### src/hbcbl_lane_pack.sv
/*
 * Shared constants of the host bus front end, and the byte lane steering
 * module that maps queue byte streams to and from the host data lanes.
 * Assumes byte k of a stream word is byte k in network order (byte 0 first).
 */
package hbcbl_pkg;
    localparam int BYTE_W = 8;
    localparam int REG_W = 16;
    localparam int DATA_W = 32;
    localparam int CTL_W = 11;
    localparam int CTL_CS = 0;
    localparam int CTL_WE = 1;
    localparam int CTL_OE = 2;
    localparam int CTL_ALE = 3;
    localparam int CTL_MUXS = 4;
    localparam int CTL_WIDS = 5;
    localparam int CTL_ORDS = 6;
    localparam int CTL_ADDR = 7;
    localparam int ADDR_W = 4;
    localparam int AD_ADDR_LSB = 2;
    localparam logic [3:0] Q_IDX_LAST = 4'h7;
    localparam logic [3:0] ID_IDX = 4'h4;
    localparam logic [2:0] Q_CNT_16 = 3'h2;
    localparam logic [2:0] Q_CNT_32 = 3'h4;
    localparam logic [15:0] REG_UPPER_ZERO = 16'h0000;
    localparam logic [31:0] DOE_16 = 32'h0000FFFF;
    localparam logic [31:0] DOE_32 = 32'hFFFFFFFF;
endpackage

`timescale 1ns/1ps

module hbcbl_lane_pack
    import hbcbl_pkg::*;
(
    input wire logic wide,                  // 32-bit bus selected
    input wire logic little,                // Little endian selected
    input wire logic [31:0] bytes_in,       // Stream bytes to place on lanes
    output logic [31:0] lanes_out,          // Lanes carrying bytes_in
    input wire logic [31:0] lanes_in,       // Lanes from host
    output logic [31:0] bytes_out           // Stream bytes from lanes_in
);
    // Lane/byte map is its own inverse, so one index serves both ways
    function automatic int src_of(input int j, input logic w, input logic le);
        int r;
        r = j;
        if (!le) begin
            r = w ? 3 - j : (j < 2 ? 1 - j : j);
        end
        return r;
    endfunction

    genvar j;
    generate
        for (j = 0; j < 4; j++) begin : g_lane
            logic used;
            assign used = wide || (j < 2);
            assign lanes_out[BYTE_W*j +: BYTE_W] =
                used ? bytes_in[BYTE_W*src_of(j, wide, little) +: BYTE_W] : 8'h00;
            assign bytes_out[BYTE_W*j +: BYTE_W] =
                used ? lanes_in[BYTE_W*src_of(j, wide, little) +: BYTE_W] : 8'h00;
        end
    endgenerate
endmodule

### src/hbcbl_host_port.sv
/*
 * Host parallel bus front end: strap capture at reset release, cycle
 * decode on chip select, register and queue lane steering.
 * Assumes host pins are asynchronous and slow against core_clk, and the
 * core answers a read pulse within one cycle on the same clock.
 */
`timescale 1ns/1ps

module hbcbl_host_port
    import hbcbl_pkg::*;
#(
    parameter logic [15:0] ID_VALUE = 16'hA5C3   // Arbitrary identification value
)
(
    input wire logic core_clk,                   // 10 MHz core clock
    input wire logic srst,                       // Synchronous reset, high
    input wire logic shared_addr_data_strap,     // Bus mode strap pin
    input wire logic width_strap,                // Bus width strap pin
    input wire logic byte_order_strap,           // Byte order strap pin
    input wire logic cs_n,                       // Chip select pin
    input wire logic we_n,                       // Write enable pin, low writes
    input wire logic oe_n,                       // Output enable pin
    input wire logic ale,                        // Address latch enable pin
    input wire logic [3:0] addr,                 // Word address pins
    input wire logic [31:0] data_in,             // Data lanes from host
    output logic [31:0] data_out,                // Data lanes to host
    output logic [31:0] data_oe,                 // Lane drive enables
    output logic cfg_valid,                      // Straps captured
    output logic muxed_mode,                     // Shared address/data bus
    output logic bus_32,                         // 32-bit bus
    output logic little_endian,                  // Little endian queue data
    output logic [3:0] acc_idx,                  // Accessed word index
    output logic reg_rd,                         // Register read pulse
    output logic reg_wr,                         // Register write pulse
    output logic [15:0] reg_wdata,               // Register write value
    input wire logic [15:0] reg_rdata,           // Register read value
    output logic q_rd,                           // Queue read pulse
    input wire logic [31:0] q_rd_bytes,          // Queue bytes, byte 0 first
    output logic q_wr,                           // Queue write pulse
    output logic [31:0] q_wr_bytes,              // Queue bytes, byte 0 first
    output logic [2:0] q_wr_count                // Valid bytes in q_wr_bytes
);
    typedef enum logic [2:0] {ST_IDLE, ST_ISSUE, ST_WAIT, ST_DRIVE, ST_WRITE} hbcbl_st_t;

    typedef struct packed {
        logic [CTL_W-1:0] ctl1;
        logic [CTL_W-1:0] ctl2;
        logic [DATA_W-1:0] dat1;
        logic [DATA_W-1:0] dat2;
        logic cs_prev;
        logic cfg_done;
        logic muxed;
        logic wide;
        logic little;
        logic [ADDR_W-1:0] ale_addr;
        logic [ADDR_W-1:0] idx;
        hbcbl_st_t st;
        logic [DATA_W-1:0] wlat;
        logic reg_rd;
        logic reg_wr;
        logic q_rd;
        logic q_wr;
        logic [REG_W-1:0] wdata;
        logic [DATA_W-1:0] q_wbytes;
        logic [2:0] q_count;
        logic [DATA_W-1:0] dout;
        logic [DATA_W-1:0] doe;
    } hbcbl_state_t;

    localparam hbcbl_state_t S_RST = '{st: ST_IDLE, default: '0};

    hbcbl_state_t s;
    hbcbl_state_t next_s;
    logic [CTL_W-1:0] pins;
    logic [31:0] rd_lanes;
    logic [31:0] wr_bytes;

    assign pins = {addr, byte_order_strap, width_strap, shared_addr_data_strap,
                   ale, oe_n, we_n, cs_n};

    hbcbl_lane_pack u_pack (
        .wide(s.wide),
        .little(s.little),
        .bytes_in(q_rd_bytes),
        .lanes_out(rd_lanes),
        .lanes_in(s.wlat),
        .bytes_out(wr_bytes)
    );

    always_comb begin
        logic cs2;
        logic fall;
        logic [ADDR_W-1:0] a;
        cs2 = s.ctl2[CTL_CS];
        fall = s.cs_prev && !cs2;
        a = '0;
        next_s = s;
        next_s.ctl1 = pins;
        next_s.ctl2 = s.ctl1;
        next_s.dat1 = data_in;
        next_s.dat2 = s.dat1;
        next_s.cs_prev = cs2;
        next_s.reg_rd = 1'b0;
        next_s.reg_wr = 1'b0;
        next_s.q_rd = 1'b0;
        next_s.q_wr = 1'b0;
        if (s.ctl2[CTL_ALE]) begin
            next_s.ale_addr = s.dat2[AD_ADDR_LSB +: ADDR_W];
        end
        // First cycle after release captures the straps
        if (!s.cfg_done) begin
            next_s.cfg_done = 1'b1;
            next_s.muxed = s.ctl2[CTL_MUXS];
            next_s.wide = s.ctl2[CTL_WIDS];
            next_s.little = s.ctl2[CTL_ORDS];
        end
        unique case (s.st)
            ST_IDLE: begin
                if (fall && s.cfg_done) begin
                    a = s.muxed ? s.ale_addr : s.ctl2[CTL_ADDR +: ADDR_W];
                    next_s.idx = a;
                    if (s.ctl2[CTL_WE]) begin
                        next_s.q_rd = (a <= Q_IDX_LAST) && (a != ID_IDX);
                        next_s.reg_rd = (a > Q_IDX_LAST) && (a != ID_IDX);
                        next_s.st = ST_ISSUE;
                    end else begin
                        next_s.wlat = s.dat2;
                        next_s.st = ST_WRITE;
                    end
                end
            end
            ST_ISSUE: begin
                next_s.st = ST_WAIT;
            end
            ST_WAIT: begin
                // Identification word sits inside the queue index range
                if (s.idx == ID_IDX) begin
                    next_s.dout = {REG_UPPER_ZERO, ID_VALUE};
                end else if (s.idx <= Q_IDX_LAST) begin
                    next_s.dout = rd_lanes;
                end else begin
                    next_s.dout = {REG_UPPER_ZERO, reg_rdata};
                end
                next_s.st = ST_DRIVE;
            end
            ST_DRIVE: begin
                if (cs2) begin
                    next_s.doe = '0;
                    next_s.st = ST_IDLE;
                end else if (!s.ctl2[CTL_OE]) begin
                    next_s.doe = s.wide ? DOE_32 : DOE_16;
                end else begin
                    next_s.doe = '0;
                end
            end
            ST_WRITE: begin
                if (cs2) begin
                    if (s.idx <= Q_IDX_LAST && s.idx != ID_IDX) begin
                        next_s.q_wr = 1'b1;
                        next_s.q_wbytes = wr_bytes;
                        next_s.q_count = s.wide ? Q_CNT_32 : Q_CNT_16;
                    end else if (s.idx > Q_IDX_LAST) begin
                        next_s.reg_wr = 1'b1;
                        next_s.wdata = s.wlat[REG_W-1:0];
                    end
                    next_s.st = ST_IDLE;
                end else begin
                    next_s.wlat = s.dat2;
                end
            end
        endcase
        // Synchronisers keep running in reset so straps are valid at release
        if (srst) begin
            next_s = S_RST;
            next_s.ctl1 = pins;
            next_s.ctl2 = s.ctl1;
            next_s.dat1 = data_in;
            next_s.dat2 = s.dat1;
            next_s.cs_prev = 1'b1;
        end
    end

    always_ff @(posedge core_clk) begin
        s <= next_s;
    end

    assign data_out = s.dout;
    assign data_oe = s.doe;
    assign cfg_valid = s.cfg_done;
    assign muxed_mode = s.muxed;
    assign bus_32 = s.wide;
    assign little_endian = s.little;
    assign acc_idx = s.idx;
    assign reg_rd = s.reg_rd;
    assign reg_wr = s.reg_wr;
    assign reg_wdata = s.wdata;
    assign q_rd = s.q_rd;
    assign q_wr = s.q_wr;
    assign q_wr_bytes = s.q_wbytes;
    assign q_wr_count = s.q_count;
endmodule

### config.mk
export PLATFORM = sky130hd
export DESIGN_NAME = hbcbl_host_port
export DESIGN_NICKNAME = d
export VERILOG_FILES = /design/src/hbcbl_lane_pack.sv /design/src/hbcbl_host_port.sv
export SDC_FILE = /design/constraint.sdc
export NUM_CORES = 1
export LEC_CHECK = 0
export ABC_CLOCK_PERIOD_IN_PS = 4300
export BUFFER_PORTS_ARGS = -buffer_cell sky130_fd_sc_hd__buf_2
export CAP_MARGIN = 5
export CORE_MARGIN = 1
export CORE_UTILIZATION = 53
export DETAILED_ROUTE_END_ITERATION = 7
export GPL_ROUTABILITY_DRIVEN = 1
export PLACE_DENSITY = 0.84
export SLEW_MARGIN = 20
export SYNTH_ARGS = -nofsm -noshare
export SYNTH_HDL_FRONTEND = slang
export SYNTH_SLANG_ARGS = --single-unit
### constraint.sdc
create_clock -name core_clk -period 4.3 [get_ports core_clk]
set_input_delay 0.215 -clock core_clk [delete_from_list [all_inputs] [get_ports core_clk]]
set_output_delay 0.215 -clock core_clk [all_outputs]
set_load 0.05 [all_outputs]
==> out/metrics.yaml <==
setup_path:
  r2r_setup_slack_ns: 1.68
  crit_chain: "clkinv_1 -> nand4_1 -> buf_4 -> mux2_1"
  crit_path_top_delay_cell: "dfxtp_1"
  critPathMaxStageDelay_ns: 0.71
  crit_fanout: 35
  ff2ff_path_depth: 4
  timing.rr.end: "q_wr_count[1]"
  arrival_ns: 3.00
  startpoint_type: "flip-flop"
  r2r-start: "acc_idx[3]"
  end_kind: "flip-flop"
  crit_required_ns: 4.68
  crit_type: "flip-flop to flip-flop"
sta:
  fin_ws_ns: 1.68
  slew_viol_final: 0
  skew_ns: 0.0138
  maxSlewHeadroom_pct: 30.9
  worst_slew_pin_slew_ns: 1.04
  fin_crit_ns: 2.62
  period_share_pct: 60.9
  rsz0062_at_grt: "no"
  tns_ns: 0
  hold_viol: 0
  finalSetupViolCount: 0
  max_freq_mhz: 382
routing:
  final_antenna_net_count: 0
  viasPerCell: 5.37
  drt-pass1-iter-count: 5
  drt_iter0_drc: 457
  drt-total-wl_um: 21500
  route.detailed.drc: 0
  vias: 6663
  wl_per_cell_um: 17.3
layout:
  nets: 1098
  insertedDiodeCount: 0
  final_cell_mix: "dfxtp_1 (220), buf_2 (218), mux2i_1 (107), nand2_1 (99), o211ai_1 (56)"
  area_growth_pct: 16.3
  multi_input_area_sq_um: 3540
  regArea_sq_um: 4450
  layout_commonest_cell: "dfxtp_1"
  nFillCells: 1366
  drive_gt1_share_pct: 31.6
clock_network:
  cts_hold_buffers: 43
  h-tree-depth: 1
  cts_root_buffer: "clkbuf_16"
  insertion_delay_ns: 0.50
  cts_resized: 0
  clk_pin_slew_ns: 0.06
  cts_buffers: 23
  post_cts_buffers: 0
  clock_path_buffers: 3
  cts_tree: "built"
  cts.sinks: 222
placement:
  dp_slack_ns: 1.76
  io_buffers: 218
  gp_congestion: 0.873
  dp_hpwl_um: 14200
synth:
  synth_compound_area_share_pct: 11.1
  syn_avg_cell_area_sq_um: 10.2
  yosys.area_share.simple_pct: 10.4
  ys_seq_area_share_pct: 48.4
  synth_area_sq_um: 9190
  muxShareOfSynthArea_pct: 16.8
  yosys_warnings: 0
  synth_top_flop_cell: "dfxtp_1"
  syn_inst: 904
  synth_xor_xnor_area_share_pct: 0
  syn_nets: 997
  synthAdderAreaFrac_pct: 0.109
  ys_types: 49
  async_reset_ff_share_pct: 0
  synth_edf_count: 0
  synth_top_family_by_area: "multiplexers"
  ys_ff_latch: 222
min_path:
  holdPathStages: 3
  hold_class: "input pin to flip-flop"
  min_from: "reg_rdata[15]"
  whs_endpoint: "data_out[15]"
floorplan:
  core_sq_um: 16800
  dieArea_sq_um: 17900
  die_w_um: 134
  start_util_pct: 54.8
  die_h_um: 134
  fp-row-count: 47
  top_level_ports: 220
status:
  status: "finished, final reports clean"
grt:
  grt_pass1_wl_um: 33200
  grt-ovfl-total: 0
  grt_max_degree: 96
  grt_antenna_before_repair: 0
  grt_usage_pct: 23.3
  grt_pass1_vias: 6275
power:
  ir_worst_vdd_mv: 0.308
  powerDensity_nw_per_um2: 438
  p_leak_nw: 4.69
flow_run:
  drv_cap: 0
-- worst max-delay path, delay by kind of cell (launching register included) --
kind | cells | cell delay, ns
buffers and inverters | 2 | 1.17
DFF | 1 | 0.71
muxes | 1 | 0.37
and+or+nand+nor | 1 | 0.23
-- sequential cells by signal (all words and copies together) (netlist names) --
signal,cells
little_endian,1
muxed_mode,1
data_out,32
q_rd,1
reg_rd,1
acc_idx,4
bus_32,1
reg_wr,1
q_wr_count,2
reg_wdata,16
q_wr_bytes,32
data_oe,2
cfg_valid,1
s,126
q_wr,1
-- report_power, final --
part / leakage [nW] / switching, mW / internal (mW) / total [mW]
logic: 2.45 / 0.214 / 0.152 / 0.366
registers: 1.83 / 0.0595 / 2.12 / 2.18
clock network: 0.410 / 0.825 / 1.31 / 2.13
total: 4.69 / 1.10 / 3.58 / 4.68
-- layer usage --
| layer | track usage [%] | share of wire, % | wire length (um) | vias to the layer above |
|---|---|---|---|---|
| met5 | 0 | 0 | 0 | - |
| met4 | 6.82 | 1.9 | 413 | 0 |
| met3 | 4.68 | 6.4 | 1370 | 39 |
| met2 | 38.0 | 47 | 10000 | 226 |
| met1 | 31.2 | 45 | 9660 | 3162 |
| li1 | - | - | - | 3236 |
-- cells in the mapped netlist, types with 2 or more instances --
master | instances | share of area [%]
and3b_1 | 2 | 0.19
buf_4 | 121 | 9.9
clkbuf_1 | 49 | 2.0
o21ai_0 | 8 | 0.44
a211oi_1 | 9 | 0.74
buf_1 | 9 | 0.37
mux2_1 | 2 | 0.25
o211ai_1 | 56 | 4.6
nand2_1 | 99 | 4.0
nand2b_1 | 27 | 1.8
inv_1 | 3 | 0.12
o22ai_1 | 8 | 0.54
buf_2 | 12 | 0.65
and3_1 | 2 | 0.14
nor4_1 | 2 | 0.14
mux2i_1 | 107 | 12
nor2b_1 | 12 | 0.82
nand3_1 | 27 | 1.5
o41ai_1 | 16 | 1.5
a311oi_1 | 4 | 0.38
or3b_1 | 2 | 0.19
dfxtp_1 | 222 | 48
a31oi_1 | 9 | 0.61
a21oi_1 | 14 | 0.76
mux2_2 | 40 | 4.9
or3_1 | 2 | 0.14
o31ai_2 | 7 | 0.95
nor2_1 | 12 | 0.49
-- cell families (layout without fill, tap and decap cells) --
family | after synthesis | in the layout
and+or+nand+nor | 197 | 197
adders and majority gates | 1 | 1
muxes | 149 | 149
other | 1 | 1
buffers and inverters | 197 | 314
DFF | 222 | 222
AOI/OAI and AO/OA | 137 | 137
-- how the worst max path moves through the flow --
stage                from       endpoint  cells after the start  slack, ns
5_1_grt        acc_idx[3]  q_wr_count[1]                      4       1.49
3_3_place_gp   acc_idx[3]  q_wr_count[2]                      4       1.81
2_1_floorplan      bus_32  q_wr_bytes[5]                      5       2.30
6_report       acc_idx[3]  q_wr_count[1]                      4       1.68
4_1_cts        acc_idx[3]  q_wr_count[1]                      4       1.74
3_5_place_dp   acc_idx[3]  q_wr_count[2]                      4       1.76
-- stage by stage --
stage          total power, mW  std cells  hold slack (ns)  cell area, sq um  utilization (%)
2_1_floorplan             2.46        904            0.243              9190                -
3_3_place_gp              2.55       1157            0.312              9430             56.3
3_5_place_dp              2.56       1157            0.312              9430             56.3
4_1_cts                   4.71       1241           0.0133             10700             63.7
5_1_grt                   4.85       1241           0.0419             10700             63.8
6_report                  4.68       1241           0.0329             10700             63.8
-- final cells by class --
class	count	share of cell area (%)
Sequential cell	222	41.6
Clock inverter	17	2.18
Tap cell	220	2.58
Clock buffer	24	5.52
Timing Repair Buffer	268	14.7
Inverter	5	0.199
Multi-Input combinational cell	485	33.2
No activity file was read; power rests on OpenSTA's default activity.
